**config.mk**
```make
export PLATFORM = sky130hd
export DESIGN_NAME = aopc_bank
export DESIGN_NICKNAME = d
export VERILOG_FILES = /design/src/aopc_pkg.sv /design/src/aopc_pattern_gen.sv /design/src/aopc_bank.sv
export VERILOG_INCLUDE_DIRS = /design/src /design/src/src
export SDC_FILE = /design/constraint.sdc
export NUM_CORES = 1
export LEC_CHECK = 0
export BUFFER_PORTS_ARGS = -buffer_cell sky130_fd_sc_hd__buf_4
export CAP_MARGIN = 20
export CORE_MARGIN = 1.5
export CORE_UTILIZATION = 48
export CTS_CLUSTER_SIZE = 30
export DETAILED_ROUTE_END_ITERATION = 16
export PLACE_DENSITY_LB_ADDON = 0.1
export SYNTH_ARGS = -nofsm -noshare
export SYNTH_HDL_FRONTEND = slang
export SYNTH_SLANG_ARGS = --single-unit
```
**constraint.sdc**
```tcl
create_clock -name mclk -period 3.5 [get_ports mclk]
set_input_delay 0.175 -clock mclk [delete_from_list [all_inputs] [get_ports mclk]]
set_output_delay 0.175 -clock mclk [all_outputs]
set_load 0.05 [all_outputs]
```
**src/aopc_map.svh**
```systemverilog
// Offsets, field positions, reset values and frame sizes of the output pattern bank.
`ifndef AOPC_MAP_SVH
`define AOPC_MAP_SVH

// ********************************************************************
// Register offsets
// ********************************************************************
`define AOPC_OFS_FORMAT     8'h0D
`define AOPC_OFS_SCRAMBLE   8'h12
`define AOPC_OFS_A_CTRL     8'h13
`define AOPC_OFS_A_P0_LOW   8'h14
`define AOPC_OFS_A_MIXED    8'h15
`define AOPC_OFS_A_P1_HIGH  8'h16
`define AOPC_OFS_B_CTRL     8'h18

// ********************************************************************
// Field positions
// ********************************************************************
`define AOPC_FORMAT_BIT     13
`define AOPC_GAIN_HI        8
`define AOPC_GAIN_LO        7
`define AOPC_SCRAMBLE_BIT   3
`define AOPC_STEP_HI        7
`define AOPC_STEP_LO        4
`define AOPC_MODE_HI        3
`define AOPC_MODE_LO        2
`define AOPC_ENABLE_BIT     1

// ********************************************************************
// Reset values and constants
// ********************************************************************
`define AOPC_RST_FORMAT     16'h2002
`define AOPC_RST_SCRAMBLE   16'h0002
`define AOPC_RST_PATTERN    16'h0000
`define AOPC_GAIN_ON        2'h3
`define AOPC_FRAME_LAST     5'h17
`define AOPC_SIGN_FLIP      18'h20000

`endif

```
**src/aopc_pkg.sv**
```systemverilog
// Types shared by the output pattern bank.
package aopc_pkg;

    typedef enum logic [1:0] {
        AOPC_FIXED0     = 2'h0,
        AOPC_FIXED0_ALT = 2'h1,
        AOPC_RAMP       = 2'h2,
        AOPC_ALTERNATE  = 2'h3
    } aopc_mode_t;

    typedef logic [23:0] aopc_word_t;
    typedef logic [17:0] aopc_result_t;

endpackage : aopc_pkg

```
**src/aopc_pattern_gen.sv**
```systemverilog
// Per-channel test pattern generator: fixed, alternating and ramp words.
`timescale 1ns/100ps
`include "aopc_map.svh"

module aopc_pattern_gen
    import aopc_pkg::*;
(
    // Clock and reset
    input  wire logic       mclk,
    input  wire logic       rstn,
    // Sample timing
    input  wire logic       sample_strobe,
    // Controls
    input  wire logic [3:0] ramp_step,
    input  wire logic [1:0] pattern_select,
    input  wire aopc_word_t fixed_word0,
    input  wire aopc_word_t fixed_word1,
    // Generated pattern
    output aopc_word_t      pattern_word
);

    aopc_word_t ramp_reg;
    logic       alt_reg;

    // ********************************************************************
    // Ramp and alternation state
    // ********************************************************************
    // The ramp restarts at zero whenever another mode is chosen, so a
    // fresh ramp always begins from a known value.
    always_ff @(posedge mclk or negedge rstn) begin
        if (!rstn) begin
            ramp_reg <= 24'h000000;
        end else if (aopc_mode_t'(pattern_select) != AOPC_RAMP) begin
            ramp_reg <= 24'h000000;
        end else if (sample_strobe) begin
            ramp_reg <= ramp_reg + {20'h00000, ramp_step} + 24'h000001; // [RULE4] [RULE14]
        end
    end

    always_ff @(posedge mclk or negedge rstn) begin
        if (!rstn) begin
            alt_reg <= 1'b0;
        end else if (aopc_mode_t'(pattern_select) != AOPC_ALTERNATE) begin
            alt_reg <= 1'b0;
        end else if (sample_strobe) begin
            alt_reg <= ~alt_reg; // [RULE14]
        end
    end

    // ********************************************************************
    // Pattern selection
    // ********************************************************************
    always_comb begin
        unique case (aopc_mode_t'(pattern_select)) // [RULE5]
            AOPC_FIXED0, AOPC_FIXED0_ALT: pattern_word = fixed_word0;
            AOPC_RAMP:                    pattern_word = ramp_reg;
            AOPC_ALTERNATE:               pattern_word = alt_reg ? fixed_word1 : fixed_word0;
        endcase
    end

endmodule : aopc_pattern_gen

```
**src/aopc_bank.sv**
```systemverilog
// Output format, scrambling and test pattern register bank on the SPI config port.
`timescale 1ns/100ps
`include "aopc_map.svh"

// Function
// RULE1 - Format bit picks offset binary or two's complement
// RULE2 - Gain field 0 disables, 3 enables correction
// RULE3 - Scramble XORs each word with its LSB
// RULE4 - Ramp advances by step plus one
// RULE5 - Mode: fixed0, fixed0, ramp, alternate
// RULE6 - Pattern enable swaps result for pattern
// RULE7 - Channel A pattern0 spans low register, mixed low
// RULE8 - Channel A pattern1 spans mixed high, high register
// RULE9 - Channel B has own control register
// RULE10 - Host keeps reserved fields at reset values
// RULE11 - Sixteen bit registers, all fields read back
// RULE12 - Host selects this bank before access
// RULE13 - Frames carry address byte then data word
// RULE14 - Ramp wraps, alternate toggles each sample
module aopc_bank
    import aopc_pkg::*;
(
    // Clock and reset
    input  wire logic   mclk,
    input  wire logic   rstn,
    // SPI configuration port
    input  wire logic   cs_n,
    input  wire logic   sclk,
    input  wire logic   sdi,
    output logic        sdo,
    // Bank 0 state
    input  wire logic   bank_selected,
    input  wire logic   read_enable,
    // Conversion results
    input  wire logic   sample_strobe,
    input  aopc_result_t adc_a_result,
    input  aopc_result_t adc_b_result,
    // Output words
    output aopc_word_t  chan_a_word,
    output aopc_word_t  chan_b_word,
    output logic        word_valid,
    // Global controls
    output logic        data_twos_complement,
    output logic        gain_correction_enable
);

    logic [15:0] format_reg;
    logic [15:0] scramble_reg;
    logic [15:0] a_ctrl_reg;
    logic [15:0] a_p0_low_reg;
    logic [15:0] a_mixed_reg;
    logic [15:0] a_p1_high_reg;
    logic [15:0] b_ctrl_reg;
    logic [22:0] shift_in_reg;
    logic [23:0] shift_out_reg;
    logic [4:0]  bit_cnt_reg;
    logic        sclk_prev_reg;
    logic        sclk_rise;
    logic        sclk_fall;
    logic        frame_done;
    logic [23:0] frame_word;
    logic        wr_en;
    logic [15:0] rd_data;
    aopc_word_t  chan_a_fixed_word0;
    aopc_word_t  chan_a_fixed_word1;
    aopc_word_t  chan_b_fixed_word0;
    aopc_word_t  chan_b_fixed_word1;
    aopc_word_t  chan_a_pattern;
    aopc_word_t  chan_b_pattern;
    logic        chan_a_pattern_enable;
    logic        chan_b_pattern_enable;

    // Reformat a signed conversion result and optionally scramble it.
    function automatic aopc_result_t shape_result(aopc_result_t raw, logic twos, logic scr);
        aopc_result_t w;
        w = twos ? raw : (raw ^ `AOPC_SIGN_FLIP); // [RULE1]
        if (scr) begin
            w = w ^ {18{w[0]}}; // [RULE3]
        end
        return w;
    endfunction : shape_result

    // ********************************************************************
    // Serial frame reception
    // ********************************************************************
    // The serial clock is sampled by mclk, so it must run at no more than
    // half the mclk rate, each level lasting a cycle; faster edges would be missed.
    assign sclk_rise  = sclk & ~sclk_prev_reg;
    assign sclk_fall  = ~sclk & sclk_prev_reg;
    assign frame_done = ~cs_n & sclk_rise & (bit_cnt_reg == `AOPC_FRAME_LAST);
    assign frame_word = {shift_in_reg, sdi}; // [RULE13]
    assign wr_en      = frame_done & bank_selected & ~read_enable; // [RULE12]

    always_ff @(posedge mclk or negedge rstn) begin
        if (!rstn) begin
            sclk_prev_reg <= 1'b0;
        end else begin
            sclk_prev_reg <= sclk;
        end
    end

    always_ff @(posedge mclk or negedge rstn) begin
        if (!rstn) begin
            bit_cnt_reg  <= 5'h00;
            shift_in_reg <= 23'h000000;
        end else if (cs_n) begin
            bit_cnt_reg <= 5'h00;
        end else if (sclk_rise) begin
            shift_in_reg <= frame_word[22:0];
            bit_cnt_reg  <= frame_done ? 5'h00 : bit_cnt_reg + 5'h01;
        end
    end

    // ********************************************************************
    // Register writes
    // ********************************************************************
    always_ff @(posedge mclk or negedge rstn) begin
        if (!rstn) begin
            format_reg    <= `AOPC_RST_FORMAT; // [RULE1] [RULE10]
            scramble_reg  <= `AOPC_RST_SCRAMBLE;
            a_ctrl_reg    <= `AOPC_RST_PATTERN; // [RULE11]
            a_p0_low_reg  <= `AOPC_RST_PATTERN;
            a_mixed_reg   <= `AOPC_RST_PATTERN;
            a_p1_high_reg <= `AOPC_RST_PATTERN;
            b_ctrl_reg    <= `AOPC_RST_PATTERN;
        end else if (wr_en) begin
            unique case (frame_word[23:16])
                `AOPC_OFS_FORMAT:    format_reg    <= frame_word[15:0];
                `AOPC_OFS_SCRAMBLE:  scramble_reg  <= frame_word[15:0];
                `AOPC_OFS_A_CTRL:    a_ctrl_reg    <= frame_word[15:0];
                `AOPC_OFS_A_P0_LOW:  a_p0_low_reg  <= frame_word[15:0];
                `AOPC_OFS_A_MIXED:   a_mixed_reg   <= frame_word[15:0];
                `AOPC_OFS_A_P1_HIGH: a_p1_high_reg <= frame_word[15:0];
                `AOPC_OFS_B_CTRL:    b_ctrl_reg    <= frame_word[15:0]; // [RULE9]
                default: ;
            endcase
        end
    end

    // ********************************************************************
    // Register reads
    // ********************************************************************
    // Every bit is stored as written, reserved ones included, so readback
    // returns exactly what the host last wrote.
    always_comb begin
        unique case (frame_word[23:16]) // [RULE11]
            `AOPC_OFS_FORMAT:    rd_data = format_reg;
            `AOPC_OFS_SCRAMBLE:  rd_data = scramble_reg;
            `AOPC_OFS_A_CTRL:    rd_data = a_ctrl_reg;
            `AOPC_OFS_A_P0_LOW:  rd_data = a_p0_low_reg;
            `AOPC_OFS_A_MIXED:   rd_data = a_mixed_reg;
            `AOPC_OFS_A_P1_HIGH: rd_data = a_p1_high_reg;
            `AOPC_OFS_B_CTRL:    rd_data = b_ctrl_reg;
            default:             rd_data = 16'h0000;
        endcase
    end

    // A read frame loads address and data; they leave on the next frame,
    // MSB first, changing on falling serial clock edges.
    always_ff @(posedge mclk or negedge rstn) begin
        if (!rstn) begin
            shift_out_reg <= 24'h000000;
        end else if (frame_done & bank_selected & read_enable) begin
            shift_out_reg <= {frame_word[23:16], rd_data}; // [RULE13]
        end else if (~cs_n & sclk_fall & (bit_cnt_reg != 5'h00)) begin
            shift_out_reg <= {shift_out_reg[22:0], 1'b0};
        end
    end

    assign sdo = shift_out_reg[23];

    // ********************************************************************
    // Pattern words and generators
    // ********************************************************************
    assign chan_a_fixed_word0    = {a_mixed_reg[7:0], a_p0_low_reg}; // [RULE7]
    assign chan_a_fixed_word1    = {a_p1_high_reg, a_mixed_reg[15:8]}; // [RULE8]
    assign chan_b_fixed_word0    = 24'h000000;
    assign chan_b_fixed_word1    = 24'h000000;
    assign chan_a_pattern_enable = a_ctrl_reg[`AOPC_ENABLE_BIT];
    assign chan_b_pattern_enable = b_ctrl_reg[`AOPC_ENABLE_BIT];

    aopc_pattern_gen u_gen_a (
        .mclk           (mclk),
        .rstn           (rstn),
        .sample_strobe  (sample_strobe),
        .ramp_step      (a_ctrl_reg[`AOPC_STEP_HI:`AOPC_STEP_LO]),
        .pattern_select (a_ctrl_reg[`AOPC_MODE_HI:`AOPC_MODE_LO]),
        .fixed_word0    (chan_a_fixed_word0),
        .fixed_word1    (chan_a_fixed_word1),
        .pattern_word   (chan_a_pattern)
    );

    aopc_pattern_gen u_gen_b (
        .mclk           (mclk),
        .rstn           (rstn),
        .sample_strobe  (sample_strobe),
        .ramp_step      (b_ctrl_reg[`AOPC_STEP_HI:`AOPC_STEP_LO]), // [RULE9]
        .pattern_select (b_ctrl_reg[`AOPC_MODE_HI:`AOPC_MODE_LO]),
        .fixed_word0    (chan_b_fixed_word0),
        .fixed_word1    (chan_b_fixed_word1),
        .pattern_word   (chan_b_pattern)
    );

    // ********************************************************************
    // Output data path
    // ********************************************************************
    always_ff @(posedge mclk or negedge rstn) begin
        if (!rstn) begin
            chan_a_word <= 24'h000000;
            chan_b_word <= 24'h000000;
        end else if (sample_strobe) begin
            chan_a_word <= chan_a_pattern_enable ? chan_a_pattern : // [RULE6]
                {6'h00, shape_result(adc_a_result, format_reg[`AOPC_FORMAT_BIT],
                                     scramble_reg[`AOPC_SCRAMBLE_BIT])};
            chan_b_word <= chan_b_pattern_enable ? chan_b_pattern : // [RULE6]
                {6'h00, shape_result(adc_b_result, format_reg[`AOPC_FORMAT_BIT],
                                     scramble_reg[`AOPC_SCRAMBLE_BIT])};
        end
    end

    always_ff @(posedge mclk or negedge rstn) begin
        if (!rstn) begin
            word_valid <= 1'b0;
        end else begin
            word_valid <= sample_strobe;
        end
    end

    assign data_twos_complement   = format_reg[`AOPC_FORMAT_BIT]; // [RULE1]
    assign gain_correction_enable =
        (format_reg[`AOPC_GAIN_HI:`AOPC_GAIN_LO] == `AOPC_GAIN_ON); // [RULE2]

endmodule : aopc_bank

```
==> results of run 1 <==
## tightest hold or removal path: stages
cell and delay [ps]:
buf_4 80, xor2_1 50, o21ai_0 120, mux2_2 140
## report_power, final
part           internal, W  total [W]  switching, W
logic             0.000242   0.000677      0.000434
registers          0.00315    0.00336      0.000210
clock network      0.00167    0.00287       0.00120
## cell usage in the layout (no fill, tap or decap), types with 8 or more instances in the layout
| master | Yosys | final |
|---|---|---|
| dfrtp_1 | 260 | 259 |
| mux2_2 | 159 | 159 |
| buf_4 | 1 | 125 |
| nor2_1 | 89 | 89 |
| nand2_1 | 84 | 84 |
| xnor2_1 | 54 | 54 |
| o21ai_0 | 48 | 48 |
| a22oi_1 | 40 | 40 |
| a21oi_1 | 39 | 39 |
| nand3_1 | 37 | 37 |
| mux2i_1 | 36 | 36 |
| o2bb2ai_1 | 33 | 33 |
| inv_1 | 29 | 29 |
| clkbuf_16 | 0 | 29 |
| a211oi_1 | 23 | 23 |
| xor2_1 | 21 | 21 |
| a21o_1 | 18 | 18 |
| o221ai_1 | 15 | 15 |
| ha_1 | 10 | 10 |
| and4_1 | 9 | 9 |
| nor3_1 | 9 | 9 |
| nand3b_1 | 9 | 9 |
| clkbuf_1 | 66 | 9 |
| a2111oi_0 | 8 | 8 |
## layer usage
layer	vias to the layer above	share of wire [%]	GRT usage (%)
met5	-	0	0
met4	0	1.9	5.93
met3	49	4.2	2.68
met2	213	47	40.4
met1	4856	46	35.6
li1	4496	-	-
## kinds of logic (layout without fill, tap and decap cells)
kind of cell	count (synthesis)	in the layout	synth area share, %
AND/OR/NAND/NOR	291	291	10.9
XOR/XNOR	75	75	4.95
buffers and inverters	112	211	3.49
adder cells (fa/ha/maj)	12	12	1.25
multiplexers	201	201	16.9
AO/OA/AOI/OAI	245	245	12.8
flip-flops	263	263	49.7
## cell type report
class	instances	area (um2)	share of cell area, %
clock buffers	42	815	5.33
flip-flops and latches	263	6590	43.1
clock inverters	6	55.1	0.360
repair buffers	134	1060	6.95
multi-input cells	824	6220	40.7
inverters	29	109	0.713
well taps	341	427	2.79
## worst max-delay path by stage
stage / start / cells past startpoint / to
2_1_floorplan: shift_in_reg[21]$_DFFE_PN0P_ / 7 / a_ctrl_reg[10]$_DFFE_PN0P_
3_3_place_gp: shift_in_reg[21]$_DFFE_PN0P_ / 7 / b_ctrl_reg[14]$_DFFE_PN0P_
3_5_place_dp: shift_in_reg[21]$_DFFE_PN0P_ / 7 / b_ctrl_reg[14]$_DFFE_PN0P_
4_1_cts: shift_in_reg[21]$_DFFE_PN0P_ / 7 / b_ctrl_reg[14]$_DFFE_PN0P_
5_1_grt: shift_in_reg[21]$_DFFE_PN0P_ / 7 / b_ctrl_reg[14]$_DFFE_PN0P_
6_report: shift_in_reg[21]$_DFFE_PN0P_ / 7 / b_ctrl_reg[14]$_DFFE_PN0P_
## through the flow
| step | instances | area [um2] |
|---|---|---|
| after floorplan | 1199 | 13300 |
| after global placement | 1584 | 14300 |
| after detailed placement | 1585 | 14300 |
| after CTS | 1639 | 15300 |
| after global routing | 1639 | 15300 |
| final | 1639 | 15300 |
==> out/qor.yml, run 1 <==
synth_top_area_share_pct: 49.1
setup_viol: 0
grt_max_degree: 87
max_freq_ghz: 0.360
cts_inserted_buffers: 29
synth_nets: 1255
cts-root-buf: "clkbuf_16"
synth_cell_type_count: 57
preCtsSetupSlack_ps: 720
cp-start-kind: "flop"
hold_buffers: 6
r2r_end: "b_ctrl_reg[14]$_DFFE_PN0P_"
chipHeight_um: 169
fin_ws_ps: 720
initial_core_util_pct: 49.1
layout-drive-gt1-share_pct: 26.4
hold_start: "adc_b_result[14]"
p_leak_nw: 6.57
core_area_um2: 27000
num_antenna_cells: 0
fin_util_pct: 56.5
max_cap_violations: 0
postCtsSetupBuffers: 0
die_w_um: 169
crit_path_cell_trace: "or3_1 > buf_4 > or3_1 > buf_4 > nor3_4 > buf_4 > mux2_2"
ys_ff_latch: 263
worstPathMaxFanout: 19
timing.final.crit_share_pct: 79.4
antenna_left: 0
netlist_top_cells_count: "260 x dfrtp_1, 159 x mux2_2, 89 x nor2_1, 84 x nand2_1, 66 x clkbuf_1"
setup_tns_ps: 0
regToRegSetupSlack_ps: 720
worstHoldEndpoint: "chan_b_word[14]$_DFFE_PN0P_"
r2r-start: "shift_in_reg[21]$_DFFE_PN0P_"
crit_family: "simple AND/OR/NAND/NOR gates"
h-tree-depth: 1
total_power_w: 0.00690
final_nets: 1337
yosysTopAreaCell: "dfrtp_1"
grt_pass1_vias: 9666
cts_resized: 0
synthTopCellsByArea: "dfrtp_1 49%, mux2_2 14%, xnor2_1 3.6%"
vias: 9614
synth_async_sr_flop_share_pct: 100
post_drt_wl_per_cell_um: 21.0
hold_slack_ps: 52.7
grt_usage_pct: 24.8
clk_latency_ps: 550
grt_pass1_wl_mm: 55.4
port_buffers: 95
syn_to_final_growth_pct: 15.2
synth_seq_area_share_pct: 49.7
crit_arrival_ps: 3210
synth_edf_count: 0
critPathMaxStageDelay_ps: 470
num_io_pins: 96
hold_viol_final: 0
yosys_warnings: 0
critPathSlowestCell: "nor3_4"
relSlewSlack_pct: 34.8
fp.dieArea_um2: 28600
rr_worst_depth: 7
cp.required_ps: 3930
overflow: 0
drt_iter0_drc: 629
wirelength_mm: 34.4
cts_tree: "built"
syn_area_per_cell_um2: 11.1
min_period_ps: 2780
hp-class: "in2reg"
vdd_drop_max_uv: 271
rows: 60
p_per_area_nw_per_um2: 452
path_class: "reg2reg"
path_common_cell: "buf_4"
outcome: "complete, no violations"
worstHoldPathCells: 4
path_buf_inv: 3
fin_skew_ps: 16.5
fillers: 2364
syn_area_um2: 13300
gp_congestion: 0.880
route.detailed.drc: 0
antenna_found_initial: 0
first_pass_iters: 5
synthCells: 1199
slew_viol_final: 0
synth.most_common_cell: "dfrtp_1"
clkSinkCount: 263
viasPerCell: 5.87
clockBufferDepth: 3
rsz0062_at_grt: "false"
dp_hpwl_mm: 23.6
worst_slew_pin_slew_ps: 978
synth_flop_cell: "dfrtp_1"
clkTransAtPathRegs_ps: 60
critPathCaptureType: "flop"
(Power assumes the default switching activity.)
==> run 2, diff against run 1 <==
- clock period: 3.5 -> 2.5 ns (I/O delays scaled with it)
==> run 2 against run 1 <==
  * Non-clock buffer count grew 21
  * Via count up 0.59%
  * Utilization up 1.2 points
  * First-iteration DRC count rose by 0.32%
  * Clock power rose by 51%
  * Critical path depth fell by 2
  * Fmax rose by 17%
  * Die area unchanged
  * Clock-buffer cell count is 12 higher
  * Highest routed layer unchanged
==> out/qor.yml, run 2 (synthesis gave the netlist of run 1 again) <==
outcome: "complete, no violations"  # unchanged
combPwrFrac_pct: 9.8  # about the same
setup_tns_ps: 0  # unchanged
critPathCaptureType: "flop"  # unchanged
grt_max_degree: 70  # was 87
grt_pass1_vias: 9841  # was 9666
cts-root-buf: "clkbuf_16"  # unchanged
wirelength_mm: 35.2  # was 34.4 mm
initial_core_util_pct: 49.1  # unchanged
fp.dieArea_um2: 28600  # unchanged
fin_skew_ps: 13.9  # was 16.5 ps
wl_met2_mm: 16.7  # was 16.3 mm
vias: 9671  # was 9614
cp.required_ps: 2920  # was 3930 ps
syn_to_final_growth_pct: 17.7  # was 15.2%
path_class: "reg2reg"  # unchanged
max_freq_ghz: 0.422  # was 0.360 GHz
hold_slack_ps: 8.88  # was 52.7 ps
viasPerCell: 5.80  # was 5.87
fillers: 2368  # was 2364
antenna_left: 0  # unchanged
gp_congestion: 0.877  # was 0.880
num_antenna_cells: 0  # unchanged
crit_arrival_ps: 2790  # was 3210 ps
worst_slew_pin_slew_ps: 943  # was 978 ps
worstPathMaxFanout: 8  # was 19
port_buffers: 95  # unchanged
cp-start-kind: "flop"  # unchanged
final_common_cell: "dfrtp_1"  # unchanged
cts_tree: "built"  # unchanged
first_pass_iters: 6  # was 5
grt_pass1_wl_mm: 56.4  # was 55.4 mm
dp_hpwl_mm: 24.2  # was 23.6 mm
p_leak_nw: 6.72  # was 6.57 nW
rsz0062_at_grt: "false"  # unchanged
wl_met1_mm: 16.3  # was 16.0 mm
setup_viol: 0  # unchanged
min_period_ps: 2370  # was 2780 ps
p_int_w: 0.00742  # was 0.00506 W
num_io_pins: 96  # unchanged
power_frac_clock_pct: 43.1  # was 41.5%
clockBufferDepth: 3  # unchanged
highest_layer: "met4"  # unchanged
switchingPower_w: 0.00259  # was 0.00184 W
h-tree-depth: 1  # unchanged
wl_met3_mm: 1.47  # was 1.46 mm
relSlewSlack_pct: 37.1  # was 34.8%
post_drt_wl_per_cell_um: 21.1  # was 21.0 um
max_cap_violations: 0  # unchanged
rows: 60  # unchanged
route.detailed.drc: 0  # unchanged
cts_inserted_buffers: 30  # was 29
vdd_drop_max_uv: 373  # was 271 uV
final_nets: 1359  # was 1337
clkTransAtPathRegs_ps: 60  # about the same
core_area_um2: 27000  # unchanged
layout_common_cells: "259 x dfrtp_1, 159 x mux2_2, 138 x buf_4, 89 x nor2_1, 84 x nand2_1"  # was 259 x dfrtp_1, 159 x mux2_2, 125 x buf_4, 89 x nor2_1, 84 x nand2_1
swShare_pct: 25.9  # was 26.7%
finalInstanceArea_um2: 15600  # was 15300 um2
hp-class: "in2reg"  # unchanged
grt_usage_pct: 25.2  # was 24.8%
hold_viol_final: 0  # unchanged
clk_latency_ps: 550  # about the same
clkSinkCount: 263  # unchanged
slew_viol_final: 0  # unchanged
antenna_found_initial: 0  # unchanged
postPlaceCellArea_um2: 14500  # was 14300 um2
die_w_um: 169  # unchanged
p_seq_share_pct: 47.1  # was 48.7%
chipHeight_um: 169  # unchanged
timing.final.crit_share_pct: 94.9  # was 79.4%
p_per_area_nw_per_um2: 641  # was 452 nW/um2
layout-drive-gt1-share_pct: 27.4  # was 26.4%
drt_iter0_drc: 631  # was 629
overflow: 0  # unchanged
==> run 2: cell count changes in the layout (fill, tap and decap cells not counted), sizes merged <==
cell | before | now
buf | 128 | 146
clkbuf | 42 | 54
clkinv | 5 | 0
dlygate4sd3 | 6 | 9
==> run 2: worst max-delay path, stage by stage (launching register included) <==
cell and delay (ps):
dfrtp_1 410, or3_1 410, or3_1 480, nor4_4 340, buf_4 250, mux2_2 360
==> run 2: per-stage QoR <==
| step | worst slack, ps | instances | utilization, % | power [W] |
|---|---|---|---|---|
| 2_1_floorplan | 4.43 | 1199 | - | 0.00525 |
| 3_3_place_gp | 143 | 1601 | 53.7 | 0.00574 |
| 3_5_place_dp | 132 | 1601 | 53.7 | 0.00575 |
| 4_1_cts | 96.5 | 1665 | 57.7 | 0.0101 |
| 5_1_grt | 16.8 | 1667 | 57.7 | 0.0104 |
| 6_report | 128 | 1667 | 57.7 | 0.0100 |
==> run 2: repair_timing <==
item,in CTS,in global routing
setup buffers,0,2
gates resized for setup,0,1
hold endpoints to repair,153,0
hold buffers,9,0
endpoints found under the setup margin,0,23
==> run 2: worst paths after layout <==
path | start | to | slack, ps | depth (start not counted)
worst max-delay path | shift_in_reg[21]$_DFFE_PN0P_ | a_ctrl_reg[15]$_DFFE_PN0P_ | 130 | 5
worst min-delay path | adc_b_result[5] | chan_b_word[5]$_DFFE_PN0P_ | 9 | 4
worst max register to register | shift_in_reg[21]$_DFFE_PN0P_ | a_ctrl_reg[15]$_DFFE_PN0P_ | 130 | 5
worst min register to register | shift_out_reg[17]$_DFFE_PN0P_ | shift_out_reg[17]$_DFFE_PN0P_ | 480 | 2
max in group asynchronous | rstn | format_reg[13]$_DFFE_PN1P_ | 1590 | 3
min in group asynchronous | rstn | shift_in_reg[0]$_DFFE_PN0P_ | 120 | 2
==> run 2: power groups by stage <==
stage	logic [W]	registers, W	clock network (W)
2_1_floorplan	0.000416	0.00483	0
3_3_place_gp	0.000965	0.00478	0
3_5_place_dp	0.000977	0.00478	0
4_1_cts	0.000992	0.00470	0.00441
5_1_grt	0.00106	0.00474	0.00461
6_report	0.000978	0.00471	0.00432
==> run 2: metal layers <==
metal / vias up / global-route usage, %
met5: - / 0
met4: 0 / 6.00
met3: 56 / 3.13
met2: 216 / 41.0
met1: 4857 / 36.2
li1: 4542 / -
==> run 2: layout make-up <==
class                      count  area [um2]  share of cell area (%)
tap                          341         427                    2.73
sequential                   263        6590                    42.2
clock buffer                  54         952                    6.10
multi-input combinational    824        6220                    39.9
timing repair buffer         155        1270                    8.16
clock inverter                 1        30.0                   0.192
inverter                      29         109                   0.698
